===== src/rtl/sriod_pkg.sv =====
// package of constants for the script i/o and register-op decoder
package sriod_pkg;
  // instruction field positions
  localparam int OPC_HI        = 29;
  localparam int OPC_LO        = 27;
  localparam int RA_BIT        = 26;
  localparam int TI_BIT        = 25;
  localparam int SEL_ATN_BIT   = 24;
  localparam int FB_BIT        = 23;
  localparam int TARGET_ID_FIELD_HI      = 19;
  localparam int TARGET_ID_FIELD_LO      = 16;
  localparam int CA_POS        = 10;
  localparam int TM_POS        = 9;
  localparam int ACK_POS       = 6;
  localparam int ATN_POS       = 3;
  localparam int IMM_HI        = 15;
  localparam int IMM_LO        = 8;
  localparam int ADDR_HI       = 22;
  localparam int ADDR_LO       = 16;
  localparam int OFS_HI        = 23;
  // opcode encodings
  localparam logic [2:0] OPC_SELECT   = 3'h0;
  localparam logic [2:0] OPC_WAIT_DIS = 3'h1;
  localparam logic [2:0] OPC_WAIT_RES = 3'h2;
  localparam logic [2:0] OPC_SET      = 3'h3;
  localparam logic [2:0] OPC_CLEAR    = 3'h4;
  localparam logic [2:0] OPC_IO_MAX   = 3'h4;
  // operator encodings
  localparam logic [2:0] OP_MOVE = 3'h0;
  localparam logic [2:0] OP_SHL  = 3'h1;
  localparam logic [2:0] OP_OR   = 3'h2;
  localparam logic [2:0] OP_XOR  = 3'h3;
  localparam logic [2:0] OP_AND  = 3'h4;
  localparam logic [2:0] OP_SHR  = 3'h5;
  localparam logic [2:0] OP_ADD  = 3'h6;
  localparam logic [2:0] OP_ADC  = 3'h7;
  // timing
  localparam int CLK_PERIOD_NS   = 50;
  localparam int BUS_FREE_NS     = 400;
  localparam int BUS_FREE_CYC    = (BUS_FREE_NS + CLK_PERIOD_NS - 1) / CLK_PERIOD_NS;
  localparam logic [3:0] BUS_FREE_CNT = 4'(BUS_FREE_CYC);
  // state codes
  typedef enum logic [4:0] {
    ST_IDLE = 5'h01,
    ST_SEL  = 5'h02,
    ST_WDIS = 5'h04,
    ST_WRES = 5'h08,
    ST_DONE = 5'h10
  } sriod_state_e;
endpackage


===== src/rtl/sriod_decoder.sv =====
// script i/o and register-operation decode and execute
`timescale 1ns/10ps
module sriod_decoder
  import sriod_pkg::*;
(
  input  wire logic        CLK_SYS_IN,
  input  wire logic        RST_N_IN,
  input  wire logic        INSTR_VALID_IN,       // one-cycle: new instruction
  input  wire logic [31:0] INSTR_WORD0_IN,
  input  wire logic [31:0] NEXT_ADDR_REG_IN,     // second dword
  input  wire logic [31:0] SCRIPT_PTR_IN,
  input  wire logic [31:0] DATA_STRUCT_BASE_IN,
  input  wire logic        REGISTER_OP_ENABLE_IN,
  input  wire logic        CPU_SIGNAL_FLAG_IN,
  input  wire logic        ARB_WON_IN,           // pulse
  input  wire logic        SELECTED_IN,          // pulse
  input  wire logic        RESELECTED_IN,        // pulse
  input  wire logic        DISC_MSG_IN,          // pulse: disconnect/complete message
  input  wire logic        BUS_BUSY_LINE_IN,     // pin, active high
  input  wire logic        BUS_SEL_LINE_IN,      // pin, active high
  input  wire logic [7:0]  FIRST_BYTE_REG_IN,
  input  wire logic [7:0]  REG_RDATA_IN,         // value of addressed register
  output logic             DONE_OUT,             // one-cycle completion
  output logic             JUMP_ALT_OUT,         // with done: take jump target
  output logic [31:0]      JUMP_ADDR_OUT,
  output logic             ILLEGAL_OUT,          // one-cycle
  output logic             ARB_REQ_OUT,
  output logic             SEL_ATN_OUT,
  output logic [3:0]       TARGET_ID_FIELD_OUT,
  output logic             TABLE_FETCH_OUT,      // one-cycle
  output logic [31:0]      TABLE_ADDR_OUT,
  output logic             TARGET_ROLE_BIT_OUT,
  output logic             ALU_FLAG_BIT_OUT,
  output logic [7:0]       SCSI_OUT_LATCH_OUT,
  output logic             BUS_ACK_LINE_OUT,
  output logic             BUS_ATTENTION_LINE_OUT,
  output logic             REG_WE_OUT,           // one-cycle
  output logic [7:0]       REG_ADDR_OUT,
  output logic [7:0]       REG_WDATA_OUT,
  output logic             FB_WE_OUT,            // one-cycle: write first byte reg
  output logic [7:0]       FB_WDATA_OUT
);

  ////////////////////////////////////////////////////////////////////////////
  // pin synchronisers for bus lines
  logic [2:0] bsy_sync_r, sel_sync_r;
  logic       bsy_q_r, sel_q_r;
  always_ff @(posedge CLK_SYS_IN)
  begin
    if (!RST_N_IN)
    begin
      bsy_sync_r <= 3'h0;
      sel_sync_r <= 3'h0;
      bsy_q_r    <= 1'b0;
      sel_q_r    <= 1'b0;
    end
    else
    begin
      bsy_sync_r <= {bsy_sync_r[1:0], BUS_BUSY_LINE_IN};
      sel_sync_r <= {sel_sync_r[1:0], BUS_SEL_LINE_IN};
      if (bsy_sync_r[1] == bsy_sync_r[2]) bsy_q_r <= bsy_sync_r[2];
      if (sel_sync_r[1] == sel_sync_r[2]) sel_q_r <= sel_sync_r[2];
    end
  end

  ////////////////////////////////////////////////////////////////////////////
  // field decode
  logic [2:0]  operation_field, oper;
  logic        is_io;
  logic [7:0]  imm, operand2;
  logic [31:0] rel_target, alt_target;
  assign operation_field   = INSTR_WORD0_IN[OPC_HI:OPC_LO];
  assign oper  = INSTR_WORD0_IN[26:24];
  assign is_io = (operation_field <= OPC_IO_MAX);
  assign imm   = INSTR_WORD0_IN[IMM_HI:IMM_LO];
  assign operand2 = INSTR_WORD0_IN[FB_BIT] ? FIRST_BYTE_REG_IN : imm;
  assign rel_target = SCRIPT_PTR_IN + {{8{NEXT_ADDR_REG_IN[23]}}, NEXT_ADDR_REG_IN[23:0]};
  assign alt_target = INSTR_WORD0_IN[RA_BIT] ? rel_target : NEXT_ADDR_REG_IN;

  ////////////////////////////////////////////////////////////////////////////
  // alu for register operations
  logic [7:0] alu_res, alu_a;
  logic       alu_cy;
  // operator decode, shifts go through carry
  always_comb
  begin
    alu_a  = (operation_field == 3'h5) ? FIRST_BYTE_REG_IN : REG_RDATA_IN;
    alu_cy = ALU_FLAG_BIT_OUT;
    case (oper)
      OP_MOVE: alu_res = operand2;
      OP_SHL:  {alu_cy, alu_res} = {alu_a, ALU_FLAG_BIT_OUT};
      OP_OR:   alu_res = alu_a | operand2;
      OP_XOR:  alu_res = alu_a ^ operand2;
      OP_AND:  alu_res = alu_a & operand2;
      OP_SHR:  {alu_res, alu_cy} = {ALU_FLAG_BIT_OUT, alu_a};
      OP_ADD:  {alu_cy, alu_res} = {1'b0, alu_a} + {1'b0, operand2};
      default: {alu_cy, alu_res} = {1'b0, alu_a} + {1'b0, operand2} + {8'h00, ALU_FLAG_BIT_OUT};
    endcase
  end

  ////////////////////////////////////////////////////////////////////////////
  // sequencer state
  sriod_state_e state_r, state_nxt;
  logic [31:0]  alt_r, alt_nxt;
  logic         atn_sel_r, atn_sel_nxt, msg_r, msg_nxt;
  logic [3:0]   free_cnt_r, free_cnt_nxt, id_r, id_nxt;
  logic         jump_r, jump_nxt;
  logic         done_nxt, ill_nxt, tf_nxt, we_nxt, fbwe_nxt, done_r, ill_r, tf_r, we_r, fbwe_r;
  logic [31:0]  taddr_r, taddr_nxt;
  logic         tm_r, tm_nxt, ca_r, ca_nxt;
  logic [7:0]   latch_r, latch_nxt;
  logic [7:0]   raddr_r, raddr_nxt, wdata_r, wdata_nxt, fbdata_r, fbdata_nxt;

  // next state, held values and one-cycle strobes
  always_comb
  begin
    state_nxt = state_r;
    {alt_nxt, atn_sel_nxt, msg_nxt, free_cnt_nxt, jump_nxt, id_nxt, taddr_nxt, tm_nxt}
      = {alt_r, atn_sel_r, msg_r, free_cnt_r, jump_r, id_r, taddr_r, tm_r};
    {ca_nxt, latch_nxt, raddr_nxt, wdata_nxt, fbdata_nxt}
      = {ca_r, latch_r, raddr_r, wdata_r, fbdata_r};
    {done_nxt, ill_nxt, tf_nxt, we_nxt, fbwe_nxt} = 5'h00;
    case (state_r)
      ST_IDLE:
      begin
        jump_nxt = 1'b0;
        if (INSTR_VALID_IN && is_io)
        begin
          alt_nxt = alt_target;
          id_nxt  = INSTR_WORD0_IN[TARGET_ID_FIELD_HI:TARGET_ID_FIELD_LO];
          if (INSTR_WORD0_IN[TI_BIT])
          begin
            tf_nxt    = 1'b1;
            taddr_nxt = DATA_STRUCT_BASE_IN
                      + {{8{INSTR_WORD0_IN[OFS_HI]}}, INSTR_WORD0_IN[OFS_HI:0]};
          end
          // attention bit only legal on select
          if (INSTR_WORD0_IN[SEL_ATN_BIT] && operation_field != OPC_SELECT)
          begin
            ill_nxt  = 1'b1;
            done_nxt = 1'b1;
          end
          else
          begin
            case (operation_field)
              OPC_SELECT:
              begin
                atn_sel_nxt = INSTR_WORD0_IN[SEL_ATN_BIT];
                state_nxt   = ST_SEL;
              end
              OPC_WAIT_DIS:
              begin
                msg_nxt      = 1'b0;
                free_cnt_nxt = 4'h0;
                state_nxt    = ST_WDIS;
              end
              OPC_WAIT_RES: state_nxt = ST_WRES;
              default:
              begin
                if (INSTR_WORD0_IN[TM_POS]) tm_nxt = (operation_field == OPC_SET);
                if (INSTR_WORD0_IN[CA_POS]) ca_nxt = (operation_field == OPC_SET);
                if (INSTR_WORD0_IN[ACK_POS]) latch_nxt[ACK_POS] = (operation_field == OPC_SET);
                if (INSTR_WORD0_IN[ATN_POS]) latch_nxt[ATN_POS] = (operation_field == OPC_SET);
                done_nxt = 1'b1;
              end
            endcase
          end
        end
        else if (INSTR_VALID_IN)
        begin
          if (REGISTER_OP_ENABLE_IN)
          begin
            raddr_nxt = {INSTR_WORD0_IN[7], INSTR_WORD0_IN[ADDR_HI:ADDR_LO]};
            if (oper == OP_SHL || oper == OP_SHR || oper[2:1] == 2'h3) ca_nxt = alu_cy;
            fbwe_nxt = (operation_field == 3'h6);
            we_nxt   = (operation_field != 3'h6);
            if (operation_field == 3'h6) fbdata_nxt = alu_res;
            if (operation_field != 3'h6) wdata_nxt = alu_res;
          end
          else
            ill_nxt = 1'b1;
          done_nxt = 1'b1;
        end
      end
      ST_SEL:
      begin
        if (SELECTED_IN || RESELECTED_IN || ARB_WON_IN)
        begin
          jump_nxt  = SELECTED_IN || RESELECTED_IN;
          done_nxt  = 1'b1;
          state_nxt = ST_DONE;
        end
      end
      ST_WDIS:
      begin
        // message then bus free for 400ns
        if (DISC_MSG_IN) msg_nxt = 1'b1;
        if (bsy_q_r || sel_q_r || !msg_r)
          free_cnt_nxt = 4'h0;
        else if (free_cnt_r == BUS_FREE_CNT - 4'h1)
        begin
          done_nxt  = 1'b1;
          state_nxt = ST_DONE;
        end
        else
          free_cnt_nxt = free_cnt_r + 4'h1;
      end
      ST_WRES:
      begin
        if (SELECTED_IN || CPU_SIGNAL_FLAG_IN || RESELECTED_IN)
        begin
          jump_nxt  = SELECTED_IN || CPU_SIGNAL_FLAG_IN;
          done_nxt  = 1'b1;
          state_nxt = ST_DONE;
        end
      end
      ST_DONE: state_nxt = ST_IDLE;
      default: state_nxt = ST_IDLE;
    endcase
  end

  // sequencer registers
  always_ff @(posedge CLK_SYS_IN)
  begin
    if (!RST_N_IN)
    begin
      state_r <= ST_IDLE;
      {alt_r, atn_sel_r, msg_r, free_cnt_r, jump_r, id_r, taddr_r, tm_r} <= 76'h0;
      {ca_r, latch_r, raddr_r, wdata_r, fbdata_r} <= 33'h0;
      {done_r, ill_r, tf_r, we_r, fbwe_r} <= 5'h00;
    end
    else
    begin
      state_r <= state_nxt;
      {alt_r, atn_sel_r, msg_r, free_cnt_r, jump_r, id_r, taddr_r, tm_r}
        <= {alt_nxt, atn_sel_nxt, msg_nxt, free_cnt_nxt, jump_nxt, id_nxt, taddr_nxt, tm_nxt};
      {ca_r, latch_r, raddr_r, wdata_r, fbdata_r}
        <= {ca_nxt, latch_nxt, raddr_nxt, wdata_nxt, fbdata_nxt};
      {done_r, ill_r, tf_r, we_r, fbwe_r} <= {done_nxt, ill_nxt, tf_nxt, we_nxt, fbwe_nxt};
    end
  end

  ////////////////////////////////////////////////////////////////////////////
  // outputs
  assign DONE_OUT            = done_r;
  assign JUMP_ALT_OUT        = jump_r;
  assign JUMP_ADDR_OUT       = alt_r;
  assign ILLEGAL_OUT         = ill_r;
  assign ARB_REQ_OUT         = (state_r == ST_SEL);
  assign SEL_ATN_OUT         = (state_r == ST_SEL) && atn_sel_r;
  assign TARGET_ID_FIELD_OUT = id_r;
  assign TABLE_FETCH_OUT     = tf_r;
  assign TABLE_ADDR_OUT      = taddr_r;
  assign TARGET_ROLE_BIT_OUT = tm_r;
  assign ALU_FLAG_BIT_OUT    = ca_r;
  assign SCSI_OUT_LATCH_OUT  = latch_r;
  // target mode keeps initiator lines off
  assign BUS_ACK_LINE_OUT       = latch_r[ACK_POS] && !tm_r;
  assign BUS_ATTENTION_LINE_OUT = (latch_r[ATN_POS] || SEL_ATN_OUT) && !tm_r;
  assign REG_WE_OUT    = we_r;
  assign REG_ADDR_OUT  = raddr_r;
  assign REG_WDATA_OUT = wdata_r;
  assign FB_WE_OUT     = fbwe_r;
  assign FB_WDATA_OUT  = fbdata_r;

  ////////////////////////////////////////////////////////////////////////////
  // checks
  illegal_atn_a: assert property (@(posedge CLK_SYS_IN) disable iff (!RST_N_IN)
    state_r == ST_IDLE && INSTR_VALID_IN && is_io && INSTR_WORD0_IN[SEL_ATN_BIT]
    && operation_field != OPC_SELECT |=> ILLEGAL_OUT && DONE_OUT) else $error("no illegal flag");
  target_lines_a: assert property (@(posedge CLK_SYS_IN) disable iff (!RST_N_IN)
    TARGET_ROLE_BIT_OUT |-> !BUS_ACK_LINE_OUT && !BUS_ATTENTION_LINE_OUT)
    else $error("target drives initiator line");
  sel_preempt_a: assert property (@(posedge CLK_SYS_IN) disable iff (!RST_N_IN)
    state_r == ST_SEL && (SELECTED_IN || RESELECTED_IN) |=> DONE_OUT && JUMP_ALT_OUT)
    else $error("select preempt not jumped");
  wres_seq_a: assert property (@(posedge CLK_SYS_IN) disable iff (!RST_N_IN)
    state_r == ST_WRES && RESELECTED_IN && !SELECTED_IN && !CPU_SIGNAL_FLAG_IN
    |=> DONE_OUT && !JUMP_ALT_OUT) else $error("reselect not sequential");
  wres_abort_a: assert property (@(posedge CLK_SYS_IN) disable iff (!RST_N_IN)
    state_r == ST_WRES && CPU_SIGNAL_FLAG_IN |=> DONE_OUT && JUMP_ALT_OUT)
    else $error("abort not taken");
  wdis_free_a: assert property (@(posedge CLK_SYS_IN) disable iff (!RST_N_IN)
    state_r == ST_WDIS && DONE_OUT == 1'b0 ##1 state_r == ST_DONE
    |-> $past(free_cnt_r) == BUS_FREE_CNT - 4'h1) else $error("bus free too short");
  carry_set_a: assert property (@(posedge CLK_SYS_IN) disable iff (!RST_N_IN)
    state_r == ST_IDLE && INSTR_VALID_IN && operation_field == OPC_SET
    && !INSTR_WORD0_IN[SEL_ATN_BIT] && INSTR_WORD0_IN[CA_POS] |=> ALU_FLAG_BIT_OUT)
    else $error("carry not set");
  regop_gate_a: assert property (@(posedge CLK_SYS_IN) disable iff (!RST_N_IN)
    state_r == ST_IDLE && INSTR_VALID_IN && !is_io && !REGISTER_OP_ENABLE_IN
    |=> !REG_WE_OUT && !FB_WE_OUT) else $error("register op while disabled");
  sel_done_c: cover property (@(posedge CLK_SYS_IN) state_r == ST_SEL && ARB_WON_IN);
  wdis_done_c: cover property (@(posedge CLK_SYS_IN) state_r == ST_WDIS && done_nxt);
  wres_jump_c: cover property (@(posedge CLK_SYS_IN) state_r == ST_WRES && SELECTED_IN);
  regop_c: cover property (@(posedge CLK_SYS_IN) REG_WE_OUT);
endmodule // sriod_decoder


===== config.mk =====
export PLATFORM = sky130hd
export DESIGN_NAME = sriod_decoder
export DESIGN_NICKNAME = d
export VERILOG_FILES = /design/src/rtl/sriod_pkg.sv /design/src/rtl/sriod_decoder.sv
export SDC_FILE = /design/constraint.sdc
export NUM_CORES = 1
export LEC_CHECK = 0
export ABC_AREA = 1
export BUFFER_PORTS_ARGS = -buffer_cell sky130_fd_sc_hd__buf_2
export CAP_MARGIN = 10
export CORE_ASPECT_RATIO = 0.9
export CORE_MARGIN = 1.5
export CORE_UTILIZATION = 43
export DETAILED_ROUTE_END_ITERATION = 10
export PLACE_DENSITY = 0.69
export RECOVER_POWER = 100
export SYNTH_ARGS = -nofsm -noshare
export SYNTH_HDL_FRONTEND = slang
export SYNTH_SLANG_ARGS = --single-unit

===== constraint.sdc =====
create_clock -name CLK_SYS_IN -period 3.4 [get_ports CLK_SYS_IN]
set_input_delay 0.17 -clock CLK_SYS_IN [delete_from_list [all_inputs] [get_ports CLK_SYS_IN]]
set_output_delay 0.17 -clock CLK_SYS_IN [all_outputs]
set_load 0.05 [all_outputs]

==> summary.md <==
| Metric | Value |
|---|---|
| Sequential-to-total area share from yosys stat | `0.2482` |
| F_max | `345.9 MHz` |
| Die area | `23610 µm²` |
| Routed wire length per instance | `16.29 µm` |
| Mean Syn Cell Area | `6.524 µm²` |
| Num ports | `267` |
| Maximum fanout along the worst path | `15` |
| Core Region | `22380 µm²` |
| Hold WS | `17.43 ps` |
| Drt drc | `0` |
| Port bufs | `258` |
| Gpl congestion | `0.9536` |
| Starting DRT DRC Count | `778` |
| Setup ws final | `508.9 ps` |
| Cell count after synthesis | `1496` |
| Total clock sinks | `121` |
| Final hold vios | `0` |
| Max-cap violation count | `1` |
| Most used DFF post-synth | `dfxtp_1` |
| GR peak layer | `met2` |
| Global-route wire length before repair | `52.80 mm` |
| Vias | `10908` |
| FF+latch area | `2422 µm²` |
| Async SR Flop Fraction | `0` |
| Largest net degree at the start of global routing | `62` |
| Routed Wire Length | `33.56 mm` |
| Status | `finished, violations left` |
| Syn. warnings | `0` |
| Unrepaired setup endpoints after global routing | `false` |
| CTS tree | `done` |
| Latest clock arrival within the worst-skew pair | `440 ps` |
| Area growth, synth to finish | `20.90%` |
| Die Height | `145.9 µm` |
| Chip width | `161.8 µm` |
| Fillers | `2402` |
| Root buf cell | `clkbuf_16` |
| CP Capture Type | `flop` |
| Pre-antenna DRT Iters | `7` |
| Row cnt | `52` |
| Commonest cells after routing, fill and taps aside | `268 x nand2_1, 195 x nor2_1, 193 x inv_1` |
| Max clock buf depth | `2` |
| VDD IR max | `425.6 µV` |
| Post-DRT Antenna Nets | `0` |
| Multi-input gate area | `6375 µm²` |
| Worst Path Arrival | `3220 ps` |
| M2 GR Usage | `0.4376` |
| Netlist cell types | `55` |
| Final Util | `0.5272` |
| Initial antenna violation count | `6` |
| Crit Path Category | `flop to flop` |
| Share of cells above drive strength 1 | `0.1342` |
| PwrDens | `559.1 nW/µm²` |
| Final Skew | `13.77 ps` |
| Total track usage | `0.2829` |
| Most common cell after layout, fill and taps aside | `nand2_1` |
| P_leak | `5.722 nW` |
| Gr ovfl total | `0` |
| M3 GR Usage | `0.06811` |
| Worst Hold Class | `input pin to flop` |
| Worst-Margin Slew | `2673 ps` |
| Place WS | `350.1 ps` |
| Via/cell ratio | `5.295` |
| Failing checks | `max-capacitance violations, max-slew violations` |
| Max transition margin | `-0.7818` |
| Type of origin of the critical path | `flop` |
| Post-CTS setup buffer count | `0` |
| Setup_tns | `0 ps` |
| Vias in the first global route | `10163` |
| WP data required | `3730 ps` |
| H-tree lvl count | `4` |
| Max-slew violation count | `62` |
| TritonCTS Buffers | `17` |
| Synthesized cell area | `9761 µm²` |
| Nets | `1984` |
| Final period util | `0.8503` |
| Initial Utilization | `0.4361` |
| Min Clock Period, post-route | `2891 ps` |
| Post-synth EDFFs | `0` |
| Post-synthesis register bit count | `121` |
| Clk slew on worst S/H paths | `70 ps` |
| Global routing met1 resource utilization | `0.3813` |
| Dpl hpwl | `26.32 mm` |
| Endpoints failing setup | `0` |
synth_stat cells, drive strengths merged, types with 9 or more instances:
cell type  count  area share
a211oi        13       0.011
a21o          15       0.012
a21oi        144       0.075
a31oi         10      0.0064
buf           22       0.013
clkbuf        23      0.0088
dfxtp        121        0.25
ha            81        0.10
inv          200       0.077
nand2        279        0.11
nand3         81       0.046
nand4         11      0.0083
nor2         202       0.082
nor3          23       0.012
o211ai        20       0.015
o21a           9      0.0069
o21ai        121       0.063
o21bai        12      0.0092
o22ai         11      0.0071
xnor2         13       0.012
xor2          25       0.023
registers in the layout, summed over array words and instances, names as in the netlist, 2 cells and up:
signal,count
JUMP_ADDR_OUT,32
TABLE_ADDR_OUT,32
FB_WDATA_OUT,8
REG_ADDR_OUT,8
REG_WDATA_OUT,8
state_r,5
TARGET_ID_FIELD_OUT,4
free_cnt_r,4
bsy_sync_r,3
sel_sync_r,3
SCSI_OUT_LATCH_OUT,2
final timing paths:
path                       startpoint                            end  slack (ps)  cells past startpoint
min               NEXT_ADDR_REG_IN[0]  JUMP_ADDR_OUT[0]$_SDFFE_PN0P_          20                      3
min reg2reg  bsy_sync_r[0]$_SDFF_PN0_       bsy_sync_r[1]$_SDFF_PN0_         420                      2
max           state_r[2]$_SDFFE_PN0P_  REG_WDATA_OUT[0]$_SDFFE_PN0P_         510                      9
max reg2reg   state_r[2]$_SDFFE_PN0P_  REG_WDATA_OUT[0]$_SDFFE_PN0P_         510                      9
per-layer routing:
| metal | vias up | share of wire |
|---|---|---|
| met5 | - | 0.00060 |
| met4 | 4 | 0.031 |
| met3 | 63 | 0.077 |
| met2 | 440 | 0.43 |
| met1 | 4882 | 0.46 |
| li1 | 5519 | - |
critical path, stage by stage, from the launching register on:
cell and delay [ps]:
dfxtp_1 320, nor2_1 160, nand4_1 310, inv_1 260
nand4_1 540, nor2_1 240, clkbuf_1 530, inv_1 170
o21ai_0 200, inv_1 50
through the flow:
stage | total power (W) | area (µm²) | cells
final | 0.006597 | 11800 | 2060
after detailed placement | 0.004665 | 11310 | 2022
after global placement | 0.004642 | 11310 | 2022
after global routing | 0.006982 | 11800 | 2059
after floorplan | 0.003919 | 9779 | 1501
after CTS | 0.006698 | 11960 | 2056
power by group:
part	internal, W	switching (W)
Sequential	0.00166	0.000127
Clock	0.00119	0.000813
Combinational	0.000748	0.00207
Total	0.00359	0.00301
layout make-up:
cell class	instances	share of cell area
clock inverter	15	0.01707
multi-input combinational	1135	0.5402
timing repair buffer	271	0.1054
clock buffer	17	0.03605
antenna	4	0.0008483
tap	297	0.03149
sequential	121	0.2053
inverter	200	0.06362
what timing repair did:
item                      in CTS  in global routing
resized for setup              0                  0
hold buffers                   2                  0
hold endpoints to repair       2                  0
kinds of logic (layout without fill, tap and decap cells):
logic type               count (synthesis)  after routing  synth area share
AO/OA/AOI/OAI                          391            391            0.2357
XOR/XNOR                                38             38           0.03487
adder cells (fa/ha/maj)                 83             83            0.1079
buffers and inverters                  245            503           0.09883
flip-flops                             121            121            0.2482
other                                    1             10         0.0003842
AND/OR/NAND/NOR                        617            617            0.2741
No activity file was read; power rests on OpenSTA's default activity.
